--- src/orpr_cfg.svh ---
// Constants for the over-range, init and power-mode register bank
// Function
// - Enable clear holds over-range pins low
// - Stretch pulse to four times two-to-exponent
// - Init status bit 0 shows completion
// - Mode two: 0x06 low, 0x0F high
// - Mode three: 0x00 low, 0x04 high
// - Mode four: 0x14 low, 0x1B high
// - Summary alarm register reads zero after reset
// - Over-range asserts when level reaches threshold
// - Alarm bit 0 shows unmasked pending alarm
`ifndef ORPR_CFG_SVH
`define ORPR_CFG_SVH
`define ORPR_ADDR_THRESH   12'h211
`define ORPR_ADDR_OVRCFG   12'h213
`define ORPR_ADDR_INIT     12'h270
`define ORPR_ADDR_PWR2     12'h29A
`define ORPR_ADDR_PWR3     12'h29B
`define ORPR_ADDR_PWR4     12'h29C
`define ORPR_ADDR_ALARM    12'h2C0
`define ORPR_RST_THRESH    8'hF2
`define ORPR_RST_OVRCFG    8'h07
`define ORPR_RST_PWR2      8'h0F
`define ORPR_RST_PWR3      8'h04
`define ORPR_RST_PWR4      8'h1B
`define ORPR_LOW_PWR2      8'h06
`define ORPR_LOW_PWR3      8'h00
`define ORPR_LOW_PWR4      8'h14
`define ORPR_EN_BIT        3
`define ORPR_EXP_MSB       2
`define ORPR_INIT_CYCLES   8'h10
`define ORPR_STRETCH_BASE  10'h004
`define ORPR_OVRCFG_EXP0   8'h08
`define ORPR_ZERO8         8'h00
`define ORPR_ONE8          8'h01
`endif

--- src/orpr_pkg.sv ---
// Types for the over-range, init and power-mode register bank
package orpr_pkg;
  typedef struct packed {
    logic       wr;
    logic       rd;
    logic [11:0] addr;
    logic [7:0] wdata;
  } orpr_req_type;
  typedef enum logic [1:0] {
    ORPR_PWR_HIGH = 2'b00,
    ORPR_PWR_LOW  = 2'b01,
    ORPR_PWR_MIXED = 2'b10
  } orpr_pwr_type;
endpackage

--- src/orpr_regs.sv ---
// Over-range output stretch, init status and power-mode registers
`timescale 1ns/1ps
`default_nettype none
`include "orpr_cfg.svh"
module orpr_regs
  import orpr_pkg::*;
(
  input  wire logic               MCLK,
  input  wire logic               SYS_RST,
  input  wire orpr_req_type       REG_REQ,
  input  wire logic [3:0][8:0]    CHAN_SAMPLE,
  input  wire logic               ALARM_PENDING,
  output logic [7:0]              REG_RDATA,
  output logic                    REG_RVALID,
  output logic [3:0]              OVR_OUT,
  output logic                    INIT_DONE,
  output logic [1:0]              POWER_MODE
);
  // ****************************************
  // Helpers
  // ****************************************
  // Absolute level of a 9-bit signed sample, saturated to 8 bits
  function automatic logic [7:0] abs_level(input logic [8:0] s);
    logic [8:0] m;
    m = s[8] ? (~s + 9'h001) : s;
    abs_level = (m[8] ? 8'hFF : m[7:0]);
  endfunction
  // Decode of three mode codes into one mode
  function automatic orpr_pwr_type mode_of(input logic [7:0] a, input logic [7:0] b,
                                           input logic [7:0] c);
    if (a == `ORPR_LOW_PWR2 && b == `ORPR_LOW_PWR3 && c == `ORPR_LOW_PWR4)
      mode_of = ORPR_PWR_LOW;
    else if (a == `ORPR_RST_PWR2 && b == `ORPR_RST_PWR3 && c == `ORPR_RST_PWR4)
      mode_of = ORPR_PWR_HIGH;
    else
      mode_of = ORPR_PWR_MIXED;
  endfunction

  // ****************************************
  // Register file
  // ****************************************
  logic [7:0] thresh_ff, nxt_thresh;
  logic [7:0] ovrcfg_ff, nxt_ovrcfg;
  logic [7:0] pwr2_ff, nxt_pwr2;
  logic [7:0] pwr3_ff, nxt_pwr3;
  logic [7:0] pwr4_ff, nxt_pwr4;
  logic [7:0] init_cnt_ff, nxt_init_cnt;
  logic       init_done_ff, nxt_init_done;
  logic       alarm_ff, nxt_alarm;
  logic [7:0] rdata_ff, nxt_rdata;
  logic       rvalid_ff, nxt_rvalid;
  logic [1:0] mode_ff, nxt_mode;

  // Next values of writable registers and readback
  always_comb begin
    nxt_thresh = thresh_ff;
    nxt_ovrcfg = ovrcfg_ff;
    nxt_pwr2   = pwr2_ff;
    nxt_pwr3   = pwr3_ff;
    nxt_pwr4   = pwr4_ff;
    nxt_rdata  = `ORPR_ZERO8;
    nxt_rvalid = REG_REQ.rd;
    nxt_alarm  = ALARM_PENDING;
    nxt_init_cnt  = init_cnt_ff;
    nxt_init_done = init_done_ff;
    // Init sequencer counts down then raises done
    if (init_cnt_ff != `ORPR_ZERO8) begin
      nxt_init_cnt = init_cnt_ff - `ORPR_ONE8;
    end else begin
      nxt_init_done = 1'b1;
    end
    if (REG_REQ.wr) begin
      case (REG_REQ.addr)
        `ORPR_ADDR_THRESH: nxt_thresh = REG_REQ.wdata;
        `ORPR_ADDR_OVRCFG: nxt_ovrcfg = REG_REQ.wdata;
        `ORPR_ADDR_PWR2:   nxt_pwr2 = REG_REQ.wdata;
        `ORPR_ADDR_PWR3:   nxt_pwr3 = REG_REQ.wdata;
        `ORPR_ADDR_PWR4:   nxt_pwr4 = REG_REQ.wdata;
        default: ;
      endcase
    end
    if (REG_REQ.rd) begin
      case (REG_REQ.addr)
        `ORPR_ADDR_THRESH: nxt_rdata = thresh_ff;
        `ORPR_ADDR_OVRCFG: nxt_rdata = ovrcfg_ff;
        `ORPR_ADDR_INIT:   nxt_rdata = {7'h00, init_done_ff};
        `ORPR_ADDR_PWR2:   nxt_rdata = pwr2_ff;
        `ORPR_ADDR_PWR3:   nxt_rdata = pwr3_ff;
        `ORPR_ADDR_PWR4:   nxt_rdata = pwr4_ff;
        `ORPR_ADDR_ALARM:  nxt_rdata = {7'h00, alarm_ff};
        default:           nxt_rdata = `ORPR_ZERO8;
      endcase
    end
    nxt_mode = mode_of(pwr2_ff, pwr3_ff, pwr4_ff);
  end

  // Register stage of the register file
  always_ff @(posedge MCLK) begin
    if (SYS_RST) begin
      thresh_ff    <= `ORPR_RST_THRESH;
      ovrcfg_ff    <= `ORPR_RST_OVRCFG;
      pwr2_ff      <= `ORPR_RST_PWR2;
      pwr3_ff      <= `ORPR_RST_PWR3;
      pwr4_ff      <= `ORPR_RST_PWR4;
      init_cnt_ff  <= `ORPR_INIT_CYCLES;
      init_done_ff <= 1'b0;
      alarm_ff     <= 1'b0;
      rdata_ff     <= `ORPR_ZERO8;
      rvalid_ff    <= 1'b0;
      mode_ff      <= ORPR_PWR_HIGH;
    end else begin
      thresh_ff    <= nxt_thresh;
      ovrcfg_ff    <= nxt_ovrcfg;
      pwr2_ff      <= nxt_pwr2;
      pwr3_ff      <= nxt_pwr3;
      pwr4_ff      <= nxt_pwr4;
      init_cnt_ff  <= nxt_init_cnt;
      init_done_ff <= nxt_init_done;
      alarm_ff     <= nxt_alarm;
      rdata_ff     <= nxt_rdata;
      rvalid_ff    <= nxt_rvalid;
      mode_ff      <= nxt_mode;
    end
  end

  // ****************************************
  // Over-range detect and stretch
  // ****************************************
  logic [9:0] hold_cnt_ff [4];
  logic [9:0] nxt_hold_cnt [4];
  logic [3:0] ovr_ff, nxt_ovr;
  logic [9:0] stretch_len;
  logic       overrange_output_enable;

  assign overrange_output_enable = ovrcfg_ff[`ORPR_EN_BIT];
  assign stretch_len = `ORPR_STRETCH_BASE << ovrcfg_ff[`ORPR_EXP_MSB:0];

  // Per-channel counter restarts on each crossing
  always_comb begin
    for (int i = 0; i < 4; i++) begin
      nxt_hold_cnt[i] = hold_cnt_ff[i];
      if (abs_level(CHAN_SAMPLE[i]) >= thresh_ff) begin
        nxt_hold_cnt[i] = stretch_len;
      end else if (hold_cnt_ff[i] != 10'h000) begin
        nxt_hold_cnt[i] = hold_cnt_ff[i] - 10'h001;
      end
      nxt_ovr[i] = overrange_output_enable && (nxt_hold_cnt[i] != 10'h000);
    end
  end

  // Register stage of the stretch counters
  always_ff @(posedge MCLK) begin
    for (int i = 0; i < 4; i++) begin
      if (SYS_RST) begin
        hold_cnt_ff[i] <= 10'h000;
      end else begin
        hold_cnt_ff[i] <= nxt_hold_cnt[i];
      end
    end
    if (SYS_RST) begin
      ovr_ff <= 4'h0;
    end else begin
      ovr_ff <= nxt_ovr;
    end
  end

  assign OVR_OUT    = ovr_ff;
  assign INIT_DONE  = init_done_ff;
  assign REG_RDATA  = rdata_ff;
  assign REG_RVALID = rvalid_ff;
  assign POWER_MODE = mode_ff;

  // ****************************************
  // Assertions
  // ****************************************
  property p_ovr_low_when_off;
    @(posedge MCLK) disable iff (SYS_RST)
      !$past(overrange_output_enable) |-> (OVR_OUT == 4'h0);
  endproperty
  a_ovr_low_when_off: assert property (p_ovr_low_when_off)
    else $error("Over-range pin high while disabled");

  property p_min_stretch;
    @(posedge MCLK) disable iff (SYS_RST)
      ($rose(OVR_OUT[0]) && ovrcfg_ff == `ORPR_OVRCFG_EXP0 && $stable(ovrcfg_ff)) |->
        OVR_OUT[0] [*4];
  endproperty
  a_min_stretch: assert property (p_min_stretch)
    else $error("Over-range pulse shorter than minimum");

  property p_init_bit;
    @(posedge MCLK) disable iff (SYS_RST)
      (REG_REQ.rd && REG_REQ.addr == `ORPR_ADDR_INIT) |=>
        (REG_RDATA == {7'h00, $past(init_done_ff)});
  endproperty
  a_init_bit: assert property (p_init_bit)
    else $error("Init status readback wrong");

  property p_mode_low;
    @(posedge MCLK) disable iff (SYS_RST)
      (pwr2_ff == `ORPR_LOW_PWR2 && pwr3_ff == `ORPR_LOW_PWR3 && pwr4_ff == `ORPR_LOW_PWR4) |=>
        (POWER_MODE == ORPR_PWR_LOW);
  endproperty
  a_mode_low: assert property (p_mode_low)
    else $error("Low power mode not selected");

  property p_mode_high;
    @(posedge MCLK) disable iff (SYS_RST)
      (pwr2_ff == `ORPR_RST_PWR2 && pwr3_ff == `ORPR_RST_PWR3 && pwr4_ff == `ORPR_RST_PWR4) |=>
        (POWER_MODE == ORPR_PWR_HIGH);
  endproperty
  a_mode_high: assert property (p_mode_high)
    else $error("High performance mode not selected");

  property p_pwr4_write;
    @(posedge MCLK) disable iff (SYS_RST)
      (REG_REQ.wr && REG_REQ.addr == `ORPR_ADDR_PWR4) |=> (pwr4_ff == $past(REG_REQ.wdata));
  endproperty
  a_pwr4_write: assert property (p_pwr4_write)
    else $error("Mode four register not written");

  property p_alarm_read;
    @(posedge MCLK) disable iff (SYS_RST)
      (REG_REQ.rd && REG_REQ.addr == `ORPR_ADDR_ALARM) |=> (REG_RDATA[7:1] == 7'h00);
  endproperty
  a_alarm_read: assert property (p_alarm_read)
    else $error("Alarm reserved bits not zero");

  property p_threshold_hit;
    @(posedge MCLK) disable iff (SYS_RST)
      (overrange_output_enable && abs_level(CHAN_SAMPLE[1]) >= thresh_ff) |=> OVR_OUT[1];
  endproperty
  a_threshold_hit: assert property (p_threshold_hit)
    else $error("Crossing did not raise over-range");

  property p_alarm_follow;
    @(posedge MCLK) disable iff (SYS_RST)
      ALARM_PENDING [*2] |-> alarm_ff;
  endproperty
  a_alarm_follow: assert property (p_alarm_follow)
    else $error("Alarm bit not following pending alarm");

  property p_restart;
    @(posedge MCLK) disable iff (SYS_RST)
      (abs_level(CHAN_SAMPLE[2]) >= thresh_ff) |=> (hold_cnt_ff[2] == $past(stretch_len));
  endproperty
  a_restart: assert property (p_restart)
    else $error("Stretch counter not restarted");
endmodule
`default_nettype wire

--- config.mk ---
export PLATFORM = sky130hd
export DESIGN_NAME = orpr_regs
export DESIGN_NICKNAME = d
export VERILOG_FILES = /design/src/orpr_pkg.sv /design/src/orpr_regs.sv
export VERILOG_INCLUDE_DIRS = /design/src
export SDC_FILE = /design/constraint.sdc
export NUM_CORES = 1
export LEC_CHECK = 0
export ABC_CLOCK_PERIOD_IN_PS = 4100
export BUFFER_PORTS_ARGS = -buffer_cell sky130_fd_sc_hd__buf_2
export CORE_MARGIN = 2
export CORE_UTILIZATION = 60
export CTS_CLUSTER_DIAMETER = 40
export DETAILED_ROUTE_END_ITERATION = 16
export PLACE_DENSITY = 0.79
export SYNTH_ARGS = -nofsm -noshare
export SYNTH_HDL_FRONTEND = slang
export SYNTH_SLANG_ARGS = --single-unit
--- constraint.sdc ---
create_clock -name MCLK -period 4.1 [get_ports MCLK]
set_input_delay 0.615 -clock MCLK [delete_from_list [all_inputs] [get_ports MCLK]]
set_output_delay 0.615 -clock MCLK [all_outputs]
set_load 0.02 [all_outputs]
=== Yosys cells after proc, flatten, opt, wreduce, memory -nomap -nowiden ===
Memory sizes are Yosys's and may differ from the RTL's.
Index checks and enable logic that the tools add are counted.

* Word-level logic and storage cells: 100
* Memory bits (read-only): 0
* RAM bits: 40
* Memories: 1
* Bits in registers: 65
* Bits in latches: 0
* Output and inout bits: 16

{| class="wikitable"
|+ Memory list
! memory !! words !! width !! read ports !! clocked after memory_dff !! write ports !! line !! RTL
|-
| hold_cnt_ff || 4 || 10 || 4 || 0 || 4 || orpr_regs.sv:129 || <nowiki>logic [9:0] hold_cnt_ff [4];</nowiki>
|}

* Div/mod/pow operators: 0
* Multipliers: 0
* Multiplexer cells: 26
* Magnitude comparators: 4
* Shift operators: 1
* $add $sub $neg: 9
* Eq/ne operators: 12
* Reduce and logical (&&, ||, !) cells: 25
* Bitwise gates (word level): 9

{| class="wikitable"
|+ Operators with widths
! kind !! count
|-
| $mux 10 || 12
|-
| $eq 12x10->1 const B || 7
|-
| $reduce_bool 10->1 || 8
|-
| $pmux 8 s7 || 1
|-
| $sub 10x1->10 const B || 4
|-
| $add 9x1->9 const B || 4
|-
| $mux 9 || 4
|-
| $not 9->9 || 4
|-
| $ge 8x8->1 || 4
|-
| $mux 8 || 4
|-
| $eq 8x3->1 const B || 2
|-
| $eq 8x5->1 const B || 2
|-
| $reduce_and 2->1 || 5
|-
| $shl 3x3->10 const A || 1
|-
| $eq 8x4->1 const B || 1
|-
| $logic_and 1x1->1 || 8
|-
| $logic_not 8->1 || 1
|-
| $reduce_bool 8->1 || 1
|-
| $sub 8x1->8 const B || 1
|-
| $mux 1 || 4
|-
| $or 1x1->1 || 4
|-
| $reduce_or 2->1 || 2
|-
| $mux 2 || 1
|-
| $not 1->1 || 1
|}

=== Depth between registers and ports, before layout ===
* Depth after elaboration: 8
* Mapped depth: 15

=== Least setup slack after synthesis ===
No wires, ideal clock.

* Path type: input-to-reg
* Start point: input CHAN_SAMPLE[1] in the netlist's numbering
* End point: register ovr_ff[0], in the netlist OVR_OUT[0]
* Data arrival time: 2.969 ns
* Slack: 0.995 ns
* Stages on the path: 12
* Data required time: 3.964 ns
* Path buffers: 0
* Setup time: 0.136 ns
* Cells stage by stage: inv_1 > ha_1 > nand2_1 > nor3_1 > nand3_1 > o211ai_1 > ha_1 > a2111oi_4 > a2111oi_2 > a2111oi_4 > and3_1 > a41oi_1

* Cells in the longest elaborated chain, start to end: 8

{| class="wikitable"
|+ Ends and longest elaborated chain
! element !! line !! RTL
|-
| start, declared || orpr_regs.sv:11 || <nowiki>input wire logic [3:0][8:0] CHAN_SAMPLE,</nowiki>
|-
| $not 9->9 || orpr_regs.sv:25 || <nowiki>m = s[8] ? (~s + 9'h001) : s;</nowiki>
|-
| $add 9x1->9 || orpr_regs.sv:25 ||
|-
| $mux 9 (*) || orpr_regs.sv:25 ||
|-
| $mux 8 (*) || orpr_regs.sv:26 || <nowiki>abs_level = (m[8] ? 8'hFF : m[7:0]);</nowiki>
|-
| $ge 8x8->1 (*) || orpr_regs.sv:142 || <nowiki>if (abs_level(CHAN_SAMPLE[i]) >= thresh_ff) begin</nowiki>
|-
| $mux 10 (*) || orpr_regs.sv:142 ||
|-
| $reduce_bool 10->1 (*) || orpr_regs.sv:147 || <nowiki>nxt_ovr[i] = overrange_output_enable && (nxt_hold_cnt[i] != 10'h000);</nowiki>
|-
| $logic_and 1x1->1 (*) || orpr_regs.sv:147 ||
|-
| end signal, assigned || orpr_regs.sv:163 || <nowiki>ovr_ff <= nxt_ovr;</nowiki>
|-
| end, declared || orpr_regs.sv:131 || <nowiki>logic [3:0] ovr_ff, nxt_ovr;</nowiki>
|}

Mark *: on every way between the ends. The rest lies on a longest branch, timed or not.
A chain may end at the register's enable or synchronous reset.

==> flow_metrics.tcl <==
set metrics [dict create \
    ir_drop_uv 409 \
    synth-seq-cells 105 \
    synth_area_per_cell_um2 8.04 \
    worst_slew_pin_slew_ps 950 \
    syn_area_mm2 0.00688 \
    grt_use_total 0.257 \
    cts_root_buf "clkbuf_16" \
    syn_inst 856 \
    synth_cell_type_count 73 \
    crit_cells 14 \
    async_flop_share 0 \
    vias 6216 \
    cts_setup_buffers 0 \
    arrival_ps 3390 \
    grt-ovfl-total 0 \
    dp_slack_ps 564 \
    layout_commonest_cell "nor2_1" \
    power.leakage_nw 3.48 \
    cts_tree "built" \
    diodes 0 \
    cp_num_buf_inv 3 \
    fin_crit_sh 0.777 \
    clock.fmax_mhz 314 \
    grt_pass1_vias 5815 \
    ant_nets 0 \
    status "finished, final reports clean" \
    hold_depth 2 \
    yosysSeqAreaShare 0.305 \
    num_rows 39 \
    seq_area_mm2 0.00210 \
    cts_resized 0 \
    coreArea_mm2 0.0113 \
    multiInputGateArea_mm2 0.00446 \
    critPathSlowestCell "a211oi_2" \
    final.setup.tns_ps 0 \
    boundaryPins 77 \
    hpwlAfterDp_um 11300 \
    gp_congestion 0.872 \
    r2r_cells 7 \
    n_fill_cell 973 \
    clk_path_buf_depth 2 \
    rsz0062_at_grt "false" \
    grt_max_degree 49 \
    maxCapViolations 0 \
    clkTransAtPathRegs_ps 70 \
    endpoint_kind "flip-flop" \
    startpoint_type "input port" \
    slew_headroom 0.361 \
    ys.flop_type "dfxtp_1" \
    dieArea_mm2 0.0123 \
    drcViolationCount 0 \
    dr.first_iter.drc_count 537 \
    setup-violations-final 0 \
    ys_warn_count 0 \
    dr.pass1.iters 7 \
    die_w_um 111 \
    htreeDepth 3 \
    nets 1013 \
    hp-class "input port to flip-flop" \
    ctsHoldBuffers 0 \
    synth_edf_count 0 \
    min_period_ps 3190 \
    syn-num-nets 958 \
    antenna_found_initial 0 \
    path_max_fanout 15 \
    critical-path-max-stage-delay_ps 490 \
    p_per_area_mw_per_mm2 546 \
    clkLatencyLatePin_ps 350 \
    initial_utilization 0.608 \
    area_delta_synth_final_pct 10.9 \
    post_drt_via_cell_ratio 5.87 \
    cp.required_ps 4300 \
    setup_ws_ps 913 \
    die_height_um 111 \
    skew_ps 8.35 \
    crit_chain "buf_2, inv_1, ha_1, nand2_1, nor3_1, nand3_1, nand2_1, ha_1, a211oi_1, o21ai_0, a211oi_2, buf_4, mux2i_1, nor2_1" \
    numCtsBuffers 9 \
    worstSetupPathType "input port to flip-flop" \
    clkSinkCount 105 \
    crit_family "simple AND/OR/NAND/NOR gates" \
    port-buffer-count 76 \
    hold_viol_final 0 \
    grt_pass1_wl_um 26900 \
    final_cell_mix "nor2_1, dfxtp_1, nand2_1" \
    report.final.slew_viol_count 0 \
    post_drt_wl_per_cell_um 14.7 \
    finalWirelength_um 15600 \
    drive_gt1_frac 0.139 \
]
## metal layers
layer	wire length, µm	up-vias	global-route usage	part of all wire
li1	-	3157	-	-
met1	7380	2900	0.351	0.47
met2	7360	144	0.426	0.47
met3	670	15	0.0421	0.043
met4	165	0	0.0634	0.011
met5	0	-	0	0
## final timing paths
path / startpoint / endpoint / slack (ps)
max: CHAN_SAMPLE[28] / hold_cnt_ff[3][3]$_SDFF_PP0_ / 910
min reg2reg: pwr4_ff[7]$_SDFFE_PP0P_ / pwr4_ff[7]$_SDFFE_PP0P_ / 490
max reg2reg: thresh_ff[0]$_SDFFE_PP0P_ / hold_cnt_ff[2][2]$_SDFF_PP0_ / 1650
min: ALARM_PENDING / alarm_ff$_SDFF_PP0_ / 470
## stage by stage
stage               std cells  utilization  total power, mW  hold WS [ps]  area (µm²)
floorplan                 856            -             2.89           445        6880
global placement         1043        0.646             3.20           460        7310
detailed placement       1043        0.646             3.23           470        7310
CTS                      1059        0.675             4.17           468        7640
global route             1059        0.675             4.52           494        7640
finish                   1059        0.675             4.17           475        7640
## flip-flops by register name, summed over array words and instances (netlist names), 2 cells and up
signal       cells
OVR_OUT          4
POWER_MODE       2
REG_RDATA        8
hold_cnt_ff     40
init_cnt_ff      8
ovrcfg_ff        8
pwr2_ff          8
pwr3_ff          8
pwr4_ff          8
thresh_ff        8
## power breakdown
part           internal (mW)  switching, mW
Clock                  0.529          0.389
Sequential              1.20          0.217
Combinational          0.818           1.02
Total                   2.54           1.63
## area by class of cell
class | count | area share
timing repair buffer | 81 | 0.0547
sequential | 105 | 0.275
clock inverter | 4 | 0.00737
multi-input combinational | 673 | 0.584
clock buffer | 12 | 0.0349
inverter | 41 | 0.0202
tap | 143 | 0.0234
## cells by family after synthesis
kind of cell | share of synthesized area
and+or+nand+nor | 0.275
xor gates and xnor gates | 0.0394
adders and majority gates | 0.0745
AOI/OAI and AO/OA | 0.173
muxes | 0.0847
DFF | 0.305
buffers and inverters | 0.0473
## synthesized netlist by cell type (all sizes together) (6+ instances only)
master	instances	area, µm²
nor2	139	522
dfxtp	105	2100
nand2	78	295
mux2i	56	561
ha	41	513
inv	41	154
nor3	38	216
a21oi	34	174
clkbuf	26	97.6
o21ai	25	125
a211oi	19	153
nand3	18	90.1
a211o	17	149
nor2b	17	106
xnor2	16	140
nor3b	15	123
xor2	15	131
a31oi	13	81.3
nand2b	13	88.8
or3	12	80.1
buf	11	73.8
o22ai	10	62.6
o31ai	10	75.1
nor4	9	83.8
nand4	7	43.8
a311oi	6	52.6
No activity file was read; power rests on OpenSTA's default activity.
